`src/afsf_pkg.sv`:
```
// FIFO status and error-flag block: shared constants and types.
// Assumes a Wishbone slave with 32-bit data, one word per register index.
package afsf_pkg;

  // =========================================================
  // register indices (byte address is four times the index)
  localparam logic [7:0] AFSF_IDX_STATUS  = 8'h3B;
  localparam logic [7:0] AFSF_IDX_INT_EN  = 8'h3C;
  localparam logic [7:0] AFSF_IDX_EVENTS  = 8'h3D;
  localparam logic [7:0] AFSF_IDX_GENERAL = 8'h3E;

  // =========================================================
  // fifo status field positions
  localparam int AFSF_B_EMPTY = 0;
  localparam int AFSF_B_WMARK = 1;
  localparam int AFSF_B_OVR   = 2;
  localparam int AFSF_B_HIGH  = 4;
  localparam int AFSF_B_WRERR = 5;
  localparam int AFSF_B_RDERR = 6;
  localparam int AFSF_B_CTRL  = 7;
  localparam int AFSF_B_GEN_ERR = 0;

  // =========================================================
  // reset values
  localparam logic [7:0] AFSF_STATUS_RST = 8'h01;
  localparam logic [7:0] AFSF_INT_EN_RST = 8'h02;

  // =========================================================
  // fifo modes
  localparam logic [1:0] AFSF_MODE_OFF    = 2'h0;
  localparam logic [1:0] AFSF_MODE_WMARK  = 2'h1;
  localparam logic [1:0] AFSF_MODE_STREAM = 2'h2;

  // =========================================================
  // block state
  typedef struct packed {
    logic [8:0]  count;
    logic        wm_full;
    logic        rd_busy;
    logic [7:0]  flags;
    logic [7:0]  int_en;
    logic [7:0]  events;
    logic        gen_err;
    logic        irq;
    logic        ack;
    logic [31:0] rdata;
    logic        wr_grant;
    logic        rd_grant;
  } afsf_state_t;

endpackage

```
`src/afsf_top.sv`:
```
// FIFO status flags: fill tracking, write/read arbitration, error flags,
// interrupt gating and the Wishbone register slave.
// Assumes the fifo storage, conversion core and serial port share clk_i.
`timescale 1ns/10ps
module afsf_top import afsf_pkg::*; #(
  parameter int DEPTH  = 256,
  parameter int DATA_W = 24,
  parameter int CHAN_W = 4
) (
  // clock and reset
  input  wire logic              clk_i,
  input  wire logic              rst_i,
  // wishbone slave
  input  wire logic              cyc_i,
  input  wire logic              stb_i,
  input  wire logic              we_i,
  input  wire logic [9:0]        adr_i,
  input  wire logic [3:0]        sel_i,
  input  wire logic [31:0]       dat_i,
  output logic [31:0]            dat_o,
  output logic                   ack_o,
  // fifo configuration from the control registers
  input  wire logic [1:0]        fifo_mode_i,
  input  wire logic [7:0]        watermark_i,
  input  wire logic [DATA_W-1:0] high_limit_value_i,
  input  wire logic [2**CHAN_W-1:0] channel_limit_check_enable_i,
  // error register contents
  input  wire logic [7:0]        err_reg_i,
  // conversion core write request
  input  wire logic              conv_wr_i,
  input  wire logic [DATA_W-1:0] conv_data_i,
  input  wire logic [CHAN_W-1:0] conv_chan_i,
  // serial port read request
  input  wire logic              rd_req_i,
  // grants and status
  output logic                   wr_grant_o,
  output logic                   rd_grant_o,
  output logic                   emptied_o,
  output logic [7:0]             fifo_flag_status_o,
  output logic                   ctrl_err_o,
  output logic                   irq_o
);

  // =========================================================
  // state
  afsf_state_t st_reg;
  afsf_state_t st_next;
  logic        emptied_reg;
  logic        emptied_next;

  // =========================================================
  // combinational helpers
  logic        mode_on;
  logic        mode_wm;
  logic        mode_st;
  logic [8:0]  wm_limit;
  logic        wr_try;
  logic        wr_ok;
  logic        rd_ok;
  logic        rd_fail;
  logic        wr_coll;
  logic        wm_block;
  logic        overwrite;
  logic        empty_now;
  logic        over_lim;
  logic        bus_req;
  logic [7:0]  reg_idx;
  logic [8:0]  cnt_dec;
  logic [8:0]  cnt_inc;

  assign reg_idx = adr_i[9:2];
  assign bus_req = cyc_i & stb_i & ~st_reg.ack;
  assign cnt_inc = st_reg.count + 9'h001;
  assign cnt_dec = st_reg.count - 9'h001;

  // =========================================================
  // next-state logic
  always_comb begin
    st_next = st_reg;

    mode_wm = (fifo_mode_i == AFSF_MODE_WMARK);
    mode_st = (fifo_mode_i == AFSF_MODE_STREAM);
    mode_on = mode_wm | mode_st;

    // zero watermark stands for the whole depth
    wm_limit = (watermark_i == 8'h00) ? 9'(DEPTH)
                                      : {1'b0, watermark_i};

    // a read granted last cycle is still in progress and blocks writes
    wr_coll = conv_wr_i & st_reg.rd_busy;
    wr_try  = conv_wr_i & ~st_reg.rd_busy;

    wm_block  = mode_wm & st_reg.wm_full & wr_try;
    overwrite = mode_st & wr_try & (st_reg.count == 9'(DEPTH));
    wr_ok     = wr_try & ~wm_block
              & (overwrite | (st_reg.count < 9'(DEPTH)));

    // a taken write wins a tie; a refused write leaves the read free,
    // so a full watermark fifo can still be drained under conversions
    rd_fail = rd_req_i & wr_ok;
    rd_ok   = rd_req_i & ~wr_ok & (st_reg.count != 9'h000);

    // fill count; an overwrite keeps the count at depth
    if (wr_ok && !overwrite) begin
      st_next.count = cnt_inc;
    end else if (rd_ok) begin
      st_next.count = cnt_dec;
    end

    emptied_next = rd_ok & (st_reg.count == 9'h001);
    empty_now    = (st_next.count == 9'h000);
    over_lim     = (st_next.count >= wm_limit);

    // watermark full holds until the fifo is drained completely or watermark mode is left
    if (!mode_wm || emptied_next) begin
      st_next.wm_full = 1'b0;
    end else if (wr_ok && over_lim) begin
      st_next.wm_full = 1'b1;
    end

    st_next.rd_busy  = rd_ok;
    st_next.wr_grant = wr_ok;
    st_next.rd_grant = rd_ok;

    // write failure flag
    if (!mode_on) begin
      st_next.flags[AFSF_B_WRERR] = 1'b0;
    end else if (wr_coll || wm_block) begin
      st_next.flags[AFSF_B_WRERR] = 1'b1;
    end else if (emptied_next) begin
      st_next.flags[AFSF_B_WRERR] = 1'b0;
    end

    // overrun flag
    if (!mode_on) begin
      st_next.flags[AFSF_B_OVR] = 1'b0;
    end else if (wm_block || overwrite) begin
      st_next.flags[AFSF_B_OVR] = 1'b1;
    end else if (emptied_next) begin
      st_next.flags[AFSF_B_OVR] = 1'b0;
    end

    // read failure flag
    if (!mode_on) begin
      st_next.flags[AFSF_B_RDERR] = 1'b0;
    end else if (rd_fail) begin
      st_next.flags[AFSF_B_RDERR] = 1'b1;
    end else if (rd_ok) begin
      st_next.flags[AFSF_B_RDERR] = 1'b0;
    end

    // high limit flag on stored samples of checked channels
    if (!mode_on) begin
      st_next.flags[AFSF_B_HIGH] = 1'b0;
    end else if (wr_ok && channel_limit_check_enable_i[conv_chan_i]
                 && (conv_data_i >= high_limit_value_i)) begin
      st_next.flags[AFSF_B_HIGH] = 1'b1;
    end else if (emptied_next) begin
      st_next.flags[AFSF_B_HIGH] = 1'b0;
    end

    st_next.flags[AFSF_B_EMPTY] = empty_now;
    st_next.flags[AFSF_B_WMARK] = mode_wm & over_lim;
    st_next.flags[3]            = 1'b0;
    st_next.flags[AFSF_B_CTRL]  = |err_reg_i;
    st_next.gen_err             = st_next.flags[AFSF_B_CTRL];

    // register slave: one-cycle answer, ack dropped the cycle after
    st_next.ack   = bus_req;
    st_next.rdata = 32'h0000_0000;
    if (bus_req && we_i && sel_i[0] && reg_idx == AFSF_IDX_INT_EN) begin
      st_next.int_en = dat_i[7:0];
    end
    if (bus_req && !we_i) begin
      case (reg_idx)
        AFSF_IDX_STATUS:  st_next.rdata = {24'h000000, st_reg.flags};
        AFSF_IDX_INT_EN:  st_next.rdata = {24'h000000, st_reg.int_en};
        AFSF_IDX_EVENTS:  st_next.rdata = {24'h000000, st_reg.events};
        AFSF_IDX_GENERAL: st_next.rdata = {31'h00000000, st_reg.gen_err};
        default:          st_next.rdata = 32'h0000_0000;
      endcase
    end

    // sticky rising-edge log; a new edge beats the read clear
    if (bus_req && !we_i && reg_idx == AFSF_IDX_EVENTS) begin
      st_next.events = 8'h00;
    end
    st_next.events = st_next.events | (st_next.flags & ~st_reg.flags);

    // pin follows the enabled flags in the same cycle as the flags
    st_next.irq = |(st_next.flags & st_next.int_en);
  end

  // =========================================================
  // state register
  always_ff @(posedge clk_i) begin
    if (rst_i) begin
      st_reg         <= '0;
      st_reg.flags   <= AFSF_STATUS_RST;
      st_reg.int_en  <= AFSF_INT_EN_RST;
      st_reg.irq     <= 1'b0;
      emptied_reg    <= 1'b0;
    end else begin
      st_reg      <= st_next;
      emptied_reg <= emptied_next;
    end
  end

  // =========================================================
  // outputs, all straight from flip-flops
  assign dat_o              = st_reg.rdata;
  assign ack_o              = st_reg.ack;
  assign wr_grant_o         = st_reg.wr_grant;
  assign rd_grant_o         = st_reg.rd_grant;
  assign emptied_o          = emptied_reg;
  assign fifo_flag_status_o = st_reg.flags;
  assign ctrl_err_o         = st_reg.gen_err;
  assign irq_o              = st_reg.irq;

endmodule // afsf_top

```
`config.mk`:
```
export PLATFORM = sky130hd
export DESIGN_NAME = afsf_top
export DESIGN_NICKNAME = d
export VERILOG_FILES = /design/src/afsf_pkg.sv /design/src/afsf_top.sv
export SDC_FILE = /design/constraint.sdc
export NUM_CORES = 1
export LEC_CHECK = 0
export BUFFER_PORTS_ARGS = -buffer_cell sky130_fd_sc_hd__buf_2
export CAP_MARGIN = 5
export CORE_MARGIN = 2
export CORE_UTILIZATION = 35
export CTS_BUF_LIST = sky130_fd_sc_hd__clkbuf_4 sky130_fd_sc_hd__clkbuf_8
export CTS_CLUSTER_SIZE = 14
export DETAILED_ROUTE_END_ITERATION = 16
export PLACE_DENSITY = 0.63
export SYNTH_ARGS = -nofsm -noshare
export SYNTH_HDL_FRONTEND = slang
export SYNTH_SLANG_ARGS = --single-unit
```
`constraint.sdc`:
```
create_clock -name clk_i -period 9.7 [get_ports clk_i]
set_input_delay 1.455 -clock clk_i [delete_from_list [all_inputs] [get_ports clk_i]]
set_output_delay 1.455 -clock clk_i [all_outputs]
set_load 0.01 [all_outputs]
```
==> results.sh <==
export IMPL_htree_levels=2
export IMPL_dp_slack_ns=4.43
export IMPL_cp_cell_sequence="buf_2 -> inv_1 -> ha_1 -> and2_1 -> o21ai_0 -> a21o_2 -> a211oi_1 -> inv_1 -> ha_1 -> a21o_1 -> a211o_1 -> a41oi_1 -> o22ai_1 -> a21oi_1 -> o22ai_1 -> a211o_1"
export IMPL_io_pins=185
export IMPL_max_freq_mhz=201
export IMPL_ys_ff_latch=45
export IMPL_holdWs_ns=0.456
export IMPL_multiInputGateArea_sq_um=2270
export IMPL_viasPerCell=5.01
export IMPL_grt_usage_pct=16.5
export IMPL_row_count=37
export IMPL_slowest_delay_ns=0.50
export IMPL_grt_pass1_wl_um=15000
export IMPL_drt_total_wl_um=9090
export IMPL_power_total_uw=801
export IMPL_finalMaxSlewViolations=0
export IMPL_syn_avg_cell_area_sq_um=8.57
export IMPL_start_kind="primary input"
export IMPL_largest_register_ffs=25
export IMPL_nNetsFinal=709
export IMPL_vias=3350
export IMPL_fin_util_pct=41.9
export IMPL_async_flop_share_pct=0
export IMPL_power_leakage_nw=2.09
export IMPL_required_ns=9.90
export IMPL_syn_cell_area_sq_um=3620
export IMPL_crit_slowest_cell="and2_1"
export IMPL_cts_inserted_buffers=5
export IMPL_seq_area_frac_synth_pct=24.9
export IMPL_antenna_found_initial=0
export IMPL_cts_tree="done"
export IMPL_vdd_drop_max_mv=0.0727
export IMPL_routabilityCongestion=0.888
export IMPL_hpwl_um=7560
export IMPL_cts_buffer_depth=2
export IMPL_start_util_pct=35.6
export IMPL_power_density_nw_per_um2=188
export IMPL_root_buffer="clkbuf_8"
export IMPL_hold_viol_final=0
export IMPL_drv_cap=0
export IMPL_endpoint_kind="register"
export IMPL_grt_max_degree=35
export IMPL_drive_gt1_share_pct=32.7
export IMPL_synth_warnings=0
export IMPL_status="complete, no violations"
export IMPL_finalCritPeriodShare_pct=51.2
export IMPL_setup_tns_ns=0
export IMPL_worstPathMaxFanout=15
export IMPL_clkSinkCount=45
export IMPL_grt_pass1_vias=3281
export IMPL_rsz0062_at_grt="false"
export IMPL_cts_resized_gates=0
export IMPL_relSlewSlack_pct=46.9
export IMPL_min_period_ns=4.97
export IMPL_fillers=1068
export IMPL_ant_nets=0
export IMPL_antenna_cells=0
export IMPL_die_area_sq_um=11200
export IMPL_syn_to_final_growth_pct=17.7
export IMPL_cts_hold_buf=0
export IMPL_critPathArrivalTime_ns=5.17
export IMPL_cts_setup_buffers=0
export IMPL_synthCells=423
export IMPL_regArea_sq_um=901
export IMPL_yosysUniqueCellTypes=71
export IMPL_finalClockSkew_ns=0.00706
export IMPL_die_y_um=106
export IMPL_ys_flop_type="dfxtp_1"
export IMPL_clk_pin_slew_ns=0.10
export IMPL_synth_edf_count=0
export IMPL_holdCritPathClass="register to register"
export IMPL_route_detailed_wl_per_inst_um=13.6
export IMPL_drc_errors=0
export IMPL_drt_pass1_iterations=5
export IMPL_clock_latency_ns=0.31
export IMPL_die_x_um=106
export IMPL_critPathKind="primary input to register"
export IMPL_overflow=0
export IMPL_setup_viol=0
export IMPL_drtIter0Drc=140
export IMPL_worst_slack_ns=4.73
export IMPL_io_buffers=130
export IMPL_core_area_sq_um=10200
export IMPL_worstMarginPinSlew_ns=0.790
-- power by group --
group          switching (mW)  leakage (nW)  internal, mW
clock network          0.0726        0.0452        0.0526
registers              0.0449         0.366         0.215
logic                   0.229          1.68         0.187
-- final cells by class --
type	instances	area share (%)
inverters	47	4.13
repair buffers	130	15.2
multi-input cells	302	53.3
clock buffers	5	1.61
flip-flops and latches	45	21.1
clock inverters	3	0.587
well taps	136	3.99
-- cell families after synthesis --
group,Yosys count,share of synthesized area [%]
AOI/OAI and AO/OA,90,18.2
xor gates and xnor gates,3,0.933
adders and majority gates,39,13.5
buffers and inverters,100,14.8
DFF,45,24.9
muxes,23,8.11
other,1,0.103
and+or+nand+nor,122,19.5
-- per-layer routing --
metal  track usage (%)  part of all wire (%)  vias to the layer above
li1                  -                     -                     1672
met1              19.4                    41                     1517
met2              29.9                    49                      147
met3              2.91                   7.4                       14
met4              5.64                   2.3                        0
met5                 0                     0                        -
-- critical path, delay by kind of cell --
| kind | cells | cell delay, ns |
|---|---|---|
| compound gates | 10 | 2.42 |
| fa+ha+maj | 2 | 0.54 |
| buf+inv | 3 | 0.25 |
| simple gates | 1 | 0.50 |
-- final timing paths --
| kind | from | to | slack (ns) | cells after the start |
|---|---|---|---|---|
| max | fifo_mode_i[1] | irq_o$_SDFF_PP0_ | 4.73 | 16 |
| min | st_reg[41]$_SDFF_PP0_ | st_reg[41]$_SDFF_PP0_ | 0.46 | 2 |
| max reg2reg | st_reg[63]$_SDFF_PP0_ | irq_o$_SDFF_PP0_ | 5.81 | 14 |
| min reg2reg | st_reg[41]$_SDFF_PP0_ | st_reg[41]$_SDFF_PP0_ | 0.46 | 2 |
-- synthesized netlist by cell type (7+ instances only) --
master / n / area, sq um
a211oi_1: 9 / 67.6
a21oi_1: 16 / 80.1
a22oi_1: 8 / 60.1
buf_4: 40 / 300
clkbuf_1: 7 / 26.3
dfxtp_1: 45 / 901
ha_1: 39 / 488
inv_1: 47 / 176
mux2_2: 11 / 124
mux2i_1: 8 / 80.1
nand2_1: 20 / 75.1
nor2_1: 32 / 120
nor2b_1: 11 / 68.8
nor3_1: 9 / 45.0
o21ai_0: 9 / 45.0
-- stage by stage --
stage / area, sq um / std cells
6_report: 4270 / 668
5_1_grt: 4270 / 668
4_1_cts: 4270 / 668
3_5_place_dp: 4170 / 660
3_3_place_gp: 4170 / 660
2_1_floorplan: 3710 / 447
-- cells in the final DEF, fill, tap and decap left out, drive strengths merged, types with 3 or more instances in the layout --
| master | count |
|---|---|
| a31oi | 3 |
| o2111ai | 4 |
| o211ai | 6 |
| dfxtp | 45 |
| nand3 | 4 |
| o21ai | 9 |
| o21a | 3 |
| inv | 49 |
| a21oi | 16 |
| a22oi | 8 |
| a211oi | 9 |
| nand2 | 20 |
| nor2 | 34 |
| mux4 | 4 |
| ha | 39 |
| nor3b | 3 |
| mux2 | 11 |
| o22ai | 4 |
| or4b | 3 |
| nor2b | 11 |
| nor3 | 9 |
| conb | 25 |
| o31ai | 4 |
| nand3b | 5 |
| clkbuf | 5 |
| a22o | 5 |
| or2 | 5 |
| buf | 130 |
| or3 | 5 |
| mux2i | 8 |
| nor4 | 8 |
| a31o | 3 |
(Power assumes the default switching activity.)
